===== src/rtl/hie_pkg.sv =====
// Package for the host interrupt-enable and miscellaneous register bank.
// Assumes a command-code register port driven by the processor interface.
package hie_pkg;
  // Command codes
  localparam logic [7:0] CMD_IRQ_EN_RD = 8'h25;
  localparam logic [7:0] CMD_IRQ_EN_WR = 8'hA5;
  localparam logic [7:0] CMD_ID_RD = 8'h27;
  localparam logic [7:0] CMD_SCRATCH_RD = 8'h28;
  localparam logic [7:0] CMD_SCRATCH_WR = 8'hA8;
  localparam logic [7:0] CMD_SOFT_RST_WR = 8'hA9;
  // Interrupt-enable field positions
  localparam int SOF_BIT = 0;
  localparam int ASYNC_BIT = 1;
  localparam int XFER_END_BIT = 2;
  localparam int OPR_BIT = 4;
  localparam int SUSP_BIT = 5;
  localparam int CLK_RDY_BIT = 6;
  localparam logic [15:0] IRQ_EN_MASK = 16'h0077;
  // Reset values
  localparam logic [15:0] IRQ_EN_RESET = 16'h0000;
  localparam logic [15:0] SCRATCH_RESET = 16'h0000;
  localparam logic [15:0] SOFT_RST_KEY = 16'h00F6;
  // Identity: arbitrary neutral values
  localparam logic [7:0] PRODUCT_CODE = 8'hA5;
  localparam logic [7:0] REVISION_CODE = 8'h01;
  typedef enum logic [1:0] {SR_IDLE, SR_PULSE} hie_rst_state_t;
endpackage


===== src/rtl/hie_regs.sv =====
// Interrupt-enable, identity, scratch and software-reset registers.
// Assumes single-cycle command strobes from the processor interface on mclk.
//
// Notes on behaviour
// - Enable bit 6 passes clock-ready event
// - Enable bit 5 passes host-suspended event
// - Stop SOF once all downstream suspended
// - Enable bit 4 passes operational register interrupt
// - Enable bit 2 passes transfer-end event
// - Enable bit 1 passes async-list event
// - Enable bit 0 passes frame-start event
// - Identity read-only at 27, product high byte
// - Identity low byte is revision number
// - Scratch word read 28, write A8
// - Key resets core registers, buffer kept
// - Enables combine with hardware-config bit 0
// - Zero enables mean no interrupt output
// - Enable register read 25, write A5
`timescale 1ns/1ps
module hie_regs (
  input wire logic mclk,
  input wire logic sys_rst,
  input wire logic cmdValid,
  input wire logic [7:0] cmdCode,
  input wire logic [15:0] wrData,
  output logic [15:0] rdData,
  output logic rdValid,
  input wire logic [6:0] irqStatus,
  input wire logic hwIrqGlobalEnable,
  input wire logic allDownstreamSuspended,
  input wire logic sofRequest,
  output logic sofEmit,
  output logic hostCoreReset,
  output logic hostIrqPin
);
  typedef struct packed {
    logic [15:0] irqEn;
    logic [15:0] scratch;
    logic [15:0] rdData;
    logic rdValid;
    logic coreReset;
    hie_pkg::hie_rst_state_t rstState;
  } hie_state_t;

  hie_state_t st_r;
  hie_state_t st_nxt;
  logic keyHit;
  logic irqReq;
  logic readCmd;

  assign keyHit = cmdValid && cmdCode == hie_pkg::CMD_SOFT_RST_WR
    && wrData == hie_pkg::SOFT_RST_KEY;

  // Any read code; only the checks below look at it
  assign readCmd = cmdValid && (cmdCode == hie_pkg::CMD_IRQ_EN_RD
    || cmdCode == hie_pkg::CMD_ID_RD || cmdCode == hie_pkg::CMD_SCRATCH_RD);

  always_comb begin
    st_nxt = st_r;
    st_nxt.rdValid = 1'b0;
    st_nxt.coreReset = 1'b0;
    st_nxt.rstState = hie_pkg::SR_IDLE;
    if (cmdValid) begin
      case (cmdCode)
        hie_pkg::CMD_IRQ_EN_WR: begin
          st_nxt.irqEn = wrData & hie_pkg::IRQ_EN_MASK;
        end
        hie_pkg::CMD_IRQ_EN_RD: begin
          st_nxt.rdData = st_r.irqEn;
          st_nxt.rdValid = 1'b1;
        end
        hie_pkg::CMD_ID_RD: begin
          st_nxt.rdData = {hie_pkg::PRODUCT_CODE,
            hie_pkg::REVISION_CODE};
          st_nxt.rdValid = 1'b1;
        end
        hie_pkg::CMD_SCRATCH_WR: begin
          st_nxt.scratch = wrData;
        end
        hie_pkg::CMD_SCRATCH_RD: begin
          st_nxt.rdData = st_r.scratch;
          st_nxt.rdValid = 1'b1;
        end
        default: begin
          st_nxt.rdValid = 1'b0;
        end
      endcase
    end
    // Key write clears registers; buffer memory lives elsewhere, untouched
    if (keyHit) begin
      st_nxt.irqEn = hie_pkg::IRQ_EN_RESET;
      st_nxt.scratch = hie_pkg::SCRATCH_RESET;
      st_nxt.rdData = 16'h0000;
      st_nxt.rdValid = 1'b0;
      st_nxt.coreReset = 1'b1;
      st_nxt.rstState = hie_pkg::SR_PULSE;
    end
  end

  always_ff @(posedge mclk) begin
    if (sys_rst) begin
      st_r.irqEn <= hie_pkg::IRQ_EN_RESET;
      st_r.scratch <= hie_pkg::SCRATCH_RESET;
      st_r.rdData <= 16'h0000;
      st_r.rdValid <= 1'b0;
      st_r.coreReset <= 1'b0;
      st_r.rstState <= hie_pkg::SR_IDLE;
    end else begin
      st_r <= st_nxt;
    end
  end

  hie_irq_gate u_gate (
    .statusBits(irqStatus),
    .enableBits(st_r.irqEn[6:0]),
    .globalEnable(hwIrqGlobalEnable),
    .irqRequest(irqReq)
  );

  assign hostIrqPin = irqReq;
  assign rdData = st_r.rdData;
  assign rdValid = st_r.rdValid;
  assign hostCoreReset = st_r.coreReset;
  // Suspend entry itself is driven by the control register elsewhere
  assign sofEmit = sofRequest & ~allDownstreamSuspended;

  // Assertions
  irq_en_zero_a: assert property (
    @(posedge mclk) disable iff (sys_rst)
    (st_r.irqEn == 16'h0000) |-> !hostIrqPin)
    else $error("interrupt with all enables clear");
  irq_cause_a: assert property (
    @(posedge mclk) disable iff (sys_rst)
    hostIrqPin |-> hwIrqGlobalEnable && |(irqStatus & st_r.irqEn[6:0]))
    else $error("interrupt without enabled cause");
  pin_gate_a: assert property (
    @(posedge mclk) disable iff (sys_rst)
    !hwIrqGlobalEnable |-> !hostIrqPin)
    else $error("interrupt with global enable clear");
  // One status bit at a time, so a crossed enable wire shows up
  clk_rdy_a: assert property (
    @(posedge mclk) disable iff (sys_rst)
    (hwIrqGlobalEnable && irqStatus == 7'h40 && st_r.irqEn[6])
    |-> hostIrqPin)
    else $error("clock ready not passed");
  susp_a: assert property (
    @(posedge mclk) disable iff (sys_rst)
    (hwIrqGlobalEnable && irqStatus == 7'h20 && st_r.irqEn[5])
    |-> hostIrqPin)
    else $error("suspended not passed");
  opr_a: assert property (
    @(posedge mclk) disable iff (sys_rst)
    (hwIrqGlobalEnable && irqStatus == 7'h10 && !st_r.irqEn[4])
    |-> !hostIrqPin)
    else $error("operational passed while masked");
  opr_pass_a: assert property (
    @(posedge mclk) disable iff (sys_rst)
    (hwIrqGlobalEnable && irqStatus == 7'h10 && st_r.irqEn[4])
    |-> hostIrqPin)
    else $error("operational not passed");
  xfer_end_a: assert property (
    @(posedge mclk) disable iff (sys_rst)
    (hwIrqGlobalEnable && irqStatus == 7'h04 && st_r.irqEn[2])
    |-> hostIrqPin)
    else $error("transfer end not passed");
  async_a: assert property (
    @(posedge mclk) disable iff (sys_rst)
    (hwIrqGlobalEnable && irqStatus == 7'h02 && st_r.irqEn[1])
    |-> hostIrqPin)
    else $error("async list not passed");
  sof_irq_a: assert property (
    @(posedge mclk) disable iff (sys_rst)
    (hwIrqGlobalEnable && irqStatus == 7'h01 && st_r.irqEn[0])
    |-> hostIrqPin)
    else $error("frame start not passed");
  sof_stop_a: assert property (
    @(posedge mclk) disable iff (sys_rst)
    allDownstreamSuspended |-> !sofEmit)
    else $error("SOF while all suspended");
  sof_pass_a: assert property (
    @(posedge mclk) disable iff (sys_rst)
    (sofRequest && !allDownstreamSuspended) |-> sofEmit)
    else $error("SOF dropped while ports active");
  id_read_a: assert property (
    @(posedge mclk) disable iff (sys_rst)
    (cmdValid && cmdCode == hie_pkg::CMD_ID_RD && !keyHit) |=>
    rdValid && rdData == {hie_pkg::PRODUCT_CODE, hie_pkg::REVISION_CODE})
    else $error("identity read wrong");
  rd_valid_a: assert property (
    @(posedge mclk) disable iff (sys_rst)
    rdValid == $past(readCmd))
    else $error("read strobe not one cycle after read");
  rd_hold_a: assert property (
    @(posedge mclk) disable iff (sys_rst)
    (!readCmd && !keyHit) |=> $stable(rdData))
    else $error("read data moved without a read");
  scratch_rt_a: assert property (
    @(posedge mclk) disable iff (sys_rst)
    (cmdValid && cmdCode == hie_pkg::CMD_SCRATCH_WR) ##1
    (cmdValid && cmdCode == hie_pkg::CMD_SCRATCH_RD)
    |=> rdData == $past(wrData, 2))
    else $error("scratch round trip failed");
  scratch_read_a: assert property (
    @(posedge mclk) disable iff (sys_rst)
    (cmdValid && cmdCode == hie_pkg::CMD_SCRATCH_RD)
    |=> rdData == $past(st_r.scratch))
    else $error("scratch read wrong");
  scratch_keep_a: assert property (
    @(posedge mclk) disable iff (sys_rst)
    (!(cmdValid && cmdCode == hie_pkg::CMD_SCRATCH_WR) && !keyHit)
    |=> $stable(st_r.scratch))
    else $error("scratch changed without a write");
  en_rt_a: assert property (
    @(posedge mclk) disable iff (sys_rst)
    (cmdValid && cmdCode == hie_pkg::CMD_IRQ_EN_WR) ##1
    (cmdValid && cmdCode == hie_pkg::CMD_IRQ_EN_RD)
    |=> rdData == ($past(wrData, 2) & hie_pkg::IRQ_EN_MASK))
    else $error("enable round trip failed");
  en_read_a: assert property (
    @(posedge mclk) disable iff (sys_rst)
    (cmdValid && cmdCode == hie_pkg::CMD_IRQ_EN_RD)
    |=> rdData == $past(st_r.irqEn))
    else $error("enable read wrong");
  en_keep_a: assert property (
    @(posedge mclk) disable iff (sys_rst)
    (!(cmdValid && cmdCode == hie_pkg::CMD_IRQ_EN_WR) && !keyHit)
    |=> $stable(st_r.irqEn))
    else $error("enables changed without a write");
  // Reserved bits must never be stored, or they would read back
  en_mask_a: assert property (
    @(posedge mclk) disable iff (sys_rst)
    st_r.irqEn == (st_r.irqEn & hie_pkg::IRQ_EN_MASK))
    else $error("reserved enable bit stored");
  key_rst_a: assert property (
    @(posedge mclk) disable iff (sys_rst)
    keyHit |=> hostCoreReset && st_r.irqEn == 16'h0000
    && st_r.scratch == 16'h0000)
    else $error("key did not reset");
  core_rst_a: assert property (
    @(posedge mclk) disable iff (sys_rst)
    hostCoreReset == $past(keyHit))
    else $error("core reset pulse not tied to key");
  rst_state_a: assert property (
    @(posedge mclk) disable iff (sys_rst)
    hostCoreReset == (st_r.rstState == hie_pkg::SR_PULSE))
    else $error("reset state and pulse disagree");
  bad_key_a: assert property (
    @(posedge mclk) disable iff (sys_rst)
    (cmdValid && cmdCode == hie_pkg::CMD_SOFT_RST_WR && !keyHit)
    |=> !hostCoreReset && $stable(st_r.scratch))
    else $error("non-key reset write acted");
endmodule // hie_regs


===== src/rtl/hie_irq_gate.sv =====
// Gates the seven interrupt status bits by their enables and global enable.
// Assumes status and enables are on mclk.
`timescale 1ns/1ps
module hie_irq_gate (
  input wire logic [6:0] statusBits,
  input wire logic [6:0] enableBits,
  input wire logic globalEnable,
  output logic irqRequest
);
  logic [6:0] gated;
  genvar i;
  generate
    for (i = 0; i < 7; i++) begin : g_bit
      assign gated[i] = statusBits[i] & enableBits[i];
    end
  endgenerate
  // Bit 3 enable is forced zero upstream, so it never contributes
  assign irqRequest = globalEnable & (|gated);
endmodule // hie_irq_gate


===== config.mk =====
export PLATFORM = sky130hd
export DESIGN_NAME = hie_regs
export DESIGN_NICKNAME = d
export VERILOG_FILES = /design/src/rtl/hie_pkg.sv /design/src/rtl/hie_regs.sv /design/src/rtl/hie_irq_gate.sv
export SDC_FILE = /design/constraint.sdc
export NUM_CORES = 1
export LEC_CHECK = 0
export ABC_AREA = 1
export BUFFER_PORTS_ARGS = -buffer_cell sky130_fd_sc_hd__buf_2
export CAP_MARGIN = 20
export CORE_ASPECT_RATIO = 1.75
export CORE_UTILIZATION = 34
export DETAILED_ROUTE_END_ITERATION = 8
export PLACE_DENSITY = 0.6
export SYNTH_ARGS = -nofsm -noshare
export SYNTH_HDL_FRONTEND = slang
export SYNTH_SLANG_ARGS = --single-unit

===== constraint.sdc =====
create_clock -name mclk -period 2.22 [get_ports mclk]
set_clock_uncertainty 0.15 [all_clocks]
set_input_delay 0.111 -clock mclk [delete_from_list [all_inputs] [get_ports mclk]]
set_output_delay 0.111 -clock mclk [all_outputs]
set_load 0.01 [all_outputs]

[After elaboration in Yosys (flattened, before gate mapping)]
Cells that the tools add are included.
Storage, ports and cells
  register bits after elaboration: 40
  input port bits: 37
  logic and storage cells: 35
  output and inout bits: 20
Cells by class
  bitwise gates (word level): 10
  reductions and logical operators: 10
  mux-type cells: 3
  eq/ne operators: 7
Operators with widths (number)
  case mux 16 bit (3 select lines): 1
  equality test 8 x 6 -> 1 bit, second input constant: 3
  equality test 8 bit, second input constant: 3
  equality test 16 x 8 -> 1 bit, second input constant: 1
  AND 1 bit: 8
  AND reduction 2 bit: 3
  OR reduction 3 bit: 2
  OR reduction 6 bit: 1
  2-to-1 mux 3 bit: 1
  nonzero test 3 bit: 1
  logical AND 1 bit: 2
  NOT 1 bit: 2
  OR reduction 2 bit: 1
  2-to-1 mux 1 bit: 1

[Logic depth before layout (Yosys ltp)]
  word-level depth: 4
  depth in mapped cells: 10
  depth with buffers taken out: 10

[Hierarchy]
A second synthesis with hierarchy kept.
Second synthesis, totals
  cells, all modules: 322
  area total of the unflattened synthesis: 2202.1 sq um
By module, submodules not included
  hie_regs: area an instance 2140.8 sq um, seq. area each 800.8 sq um, times used 1, cells an instance 307
  hie_irq_gate: area an instance 61.3 sq um, seq. area each 0.0 sq um, times used 1, cells an instance 15

[Worst setup path after synthesis]
OpenSTA, ideal clock, no wires.
  path type: input to register
  from: input cmdCode[4]
  to: register, netlist name rdData[11]
  arrival: 0.935 ns
  slack: 1.022 ns
  library setup time: 0.113 ns
  data required time: 1.957 ns
  path buffers: 1
  cell stages on the path: 9
  cells stage by stage: inv_1 > nand2_2 > nor2_4 > nand2_4 > buf_6 > nand3_2 > nand2_2 > nor2_1 > nor2_1
On the way
  longest elaborated chain between the ends: 4
  elaborated cells on any way between the ends: 10
  classes of those cells: 4 x eq/ne; 1 x mux; 5 x reduce/logical
RTL lines
  from (decl): line hie_regs.sv:24  | input wire logic [7:0] cmdCode,
  equality test 8 bit: line hie_regs.sv:51  | assign keyHit = cmdValid && cmdCode == hie_pkg::CMD_SOFT_RST_WR
  logical AND 1 bit: line hie_regs.sv:51
  logical AND 1 bit: line hie_regs.sv:52  | && wrData == hie_pkg::SOFT_RST_KEY;
  OR reduction 2 bit (no line)
Parallel ways exist; a longest one is shown, timed or not.
A chain may end at the register's enable or synchronous reset.

[Worst setup path after layout]
  from: input wrData[11]
  to: register st_r[30] (netlist bit)
On the way
  longest elaborated chain between the ends: 3
RTL lines
  from (decl): line hie_regs.sv:25  | input wire logic [15:0] wrData,
  equality test 16 x 8 -> 1 bit: line hie_regs.sv:52
  logical AND 1 bit: line hie_regs.sv:52
  OR reduction 2 bit (no line)
  to (signal assigned): line hie_regs.sv:109  | st_r <= st_nxt;
  to (decl): line hie_regs.sv:45  | hie_state_t st_r;
Every way passes these cells.

==> flow_summary_export.csv <==
group,metric,value,unit
outcome,outcome,"completed",
final_layout,syn_to_final_growth,20.29,%
final_layout,design_area,2581,um2
worst_setup_path,end_kind,"flop",
final_layout,final_common_cell,"nand2_1",
yosys,yosysWarnings,0,
clocking,cts_resized,0,
clocking,cts_made_buffers,5,
final_layout,layout-drive-gt1-share,0.2347,
timing,post-route-period-util,0.8644,
yosys,syn_inst,320,
worst_hold_path,worstHoldPathType,"input pin to flop",
timing,slew_violations,0,
yosys,avgSynthCellArea,6.706,um2
global_routing,grt_pass1_vias,1837,
floorplanning,die_w,62.06,um
timing,layout_min_cycle_time,1.919,ns
routing,detail-route-antenna-nets,0,
worst_hold_path,hp-start,"cmdValid",
routing,vias,2005,
power,p_per_area,516.9,nW/um2
worst_hold_path,min_to,"rdData[13]",
timing,fin_setup_tns,0,ns
routing,dr.pass1.iters,4,
floorplanning,coreArea,6133,um2
final_layout,instances_no_fill,455,
worst_setup_path,cp_data_required_time,2.22,ns
timing,rsz0062_at_grt,"false",
clocking,cts_tree,"yes",
floorplanning,row_count,38,
power,p_leak,1.250,nW
clocking,path_clk_slew,0.07,ns
clocking,clock-sinks,40,
final_layout,num_antenna_cells,0,
global_routing,grt-ovfl-total,0,
placement,hpwl,3751,um
yosys,synth_cell_types,21,
timing,tightest_slew,0.5787,ns
floorplanning,io-pin-count,57,
yosys,synth_seq_area_share,0.3732,
floorplanning,die_h,107.1,um
yosys,syn-cell-area,2146,um2
worst_setup_path,crit_path_start_kind,"input pin",
timing,finalHoldViolations,0,
routing,drc,0,
clocking,htreeDepth,2,
power,peakVddDrop,212.3,uV
flow_run,drv_cap,0,
final_layout,layout_common_cells,"99 x nand2_1, 55 x buf_2, 47 x nor2_1",
yosys,synth_nets,357,
worst_setup_path,reg2reg_to,"rdData[0]",
worst_setup_path,ff2ff_setup_slack,1.29,ns
global_routing,antenna_found_initial,0,
timing,setup-violations-final,0,
floorplanning,die_area,6646,um2
clocking,clockBufferDepth,2,
floorplanning,initial_core_util,0.3499,
final_layout,final_net_count,411,
placement,portBuffers,55,
worst_setup_path,reg2reg_from,"st_r[20]",
worst_setup_path,worst-path-max-fanout,27,
clocking,cts-root-buf,"clkbuf_8",
clocking,clk_latency,0.29,ns
timing,relSlewSlack,0.6142,
worst_setup_path,r2r_cells,6,
worst_setup_path,arrival,1.92,ns
placement,place_congestion,0.7623,
worst_setup_path,path_class,"input pin to flop",
global_routing,grt_pass1_wl,7948,um
routing,vias_per_cell,4.407,
routing,wire_per_inst,10.45,um
yosys,ys_seq_elements,40,
global_routing,grt_max_degree,28,
timing,fmax,521.1,MHz
placement,placed_area,2318,um2
global_routing,grt_usage,0.1601,
worst_hold_path,whs_path_depth,3,
timing,hold_slack,0.07668,ns
routing,drt_wl_total,4753,um
placement,placed_cells,430,
routing,drt_iter0_markers,43,
clocking,cts_setup_buffers,0,
[Yosys cell counts]
library cell	n	area, um2
buf_2	3	15.01
and3_1	1	6.260
buf_6	6	67.56
inv_2	2	7.510
a22o_1	1	8.760
a21oi_1	21	105.1
buf_4	18	135.1
nand3_2	2	20.02
nor2_2	3	18.77
dfxtp_1	40	800.8
nand3_1	28	140.1
nor3_1	2	10.01
nand2_4	4	45.04
nand2_1	99	371.6
a21boi_0	1	7.510
clkinv_1	1	3.750
inv_1	29	108.9
nand2_2	5	31.28
nor2_4	2	22.52
nor2_1	47	176.4
a21oi_2	5	43.79
[worst max-delay path, stage by stage]
cell           delay [ns]
dlygate4sd3_1        0.53
buf_2                0.14
nor2_1               0.10
nand2_1              0.06
nor3_1               0.27
nand3_1              0.15
nand2_2              0.46
a21oi_1              0.09
[registers in the layout, summed over array words and instances, names as in the netlist]
| name | count |
|---|---|
| hostCoreReset | 1 |
| st_r | 22 |
| rdValid | 1 |
| rdData | 16 |
[metrics by stage]
step	worst slack (ns)	power (mW)	util
after floorplan	1.022	0.7896	-
after global placement	0.5594	0.8348	0.3780
after detailed placement	0.5474	0.8366	0.3780
after CTS	0.2998	1.351	0.4208
after global routing	0.2050	1.393	0.4208
final	0.3011	1.334	0.4208
[cells by family (layout without fill, tap and decap cells)]
group,Yosys count,in the layout,synth area share
flops,40,40,0.3732
simple gates,193,193,0.3924
compound gates,28,28,0.07697
buf+inv,59,114,0.1574
[worst max path at each step]
| stage | cells past startpoint | startpoint | slack, ns | endpoint |
|---|---|---|---|---|
| finish | 8 | wrData[11] | 0.30 | st_r[30] |
| global route | 8 | wrData[14] | 0.21 | st_r[30] |
| CTS | 8 | wrData[11] | 0.30 | st_r[42] |
| detailed placement | 7 | wrData[11] | 0.55 | st_r[42] |
| global placement | 7 | wrData[11] | 0.56 | st_r[41] |
| floorplan | 9 | cmdCode[4] | 1.02 | rdData[11] |
[metal layers]
metal  share of wire  GRT usage  vias to the layer above
met3           0.047    0.02171                        8
met5               0          0                        -
met4           0.020    0.07143                        0
met1            0.39     0.1798                      868
met2            0.55     0.2827                       52
li1                -          -                     1077
[power breakdown]
group / switching (mW) / leakage, nW / internal (mW)
registers: 0.000940 / 0.322 / 0.719
logic: 0.0638 / 0.876 / 0.0576
clock network: 0.245 / 0.0510 / 0.248
total: 0.310 / 1.25 / 1.02
[timing repair]
action	4_1_cts	5_1_grt
hold buffers	17	0
endpoints found under the hold margin	23	0
endpoints found under the setup margin	0	0
[layout make-up]
type / count / area, um2
Clock inverter: 2 / 10.01
Sequential cell: 40 / 800.8
Clock buffer: 6 / 82.58
Timing Repair Buffer: 74 / 460.4
Multi-Input combinational cell: 221 / 1007
Inverter: 32 / 120.1
Tap cell: 80 / 100.1
Fill cell: 678 / 3552
(Power assumes the default switching activity.)
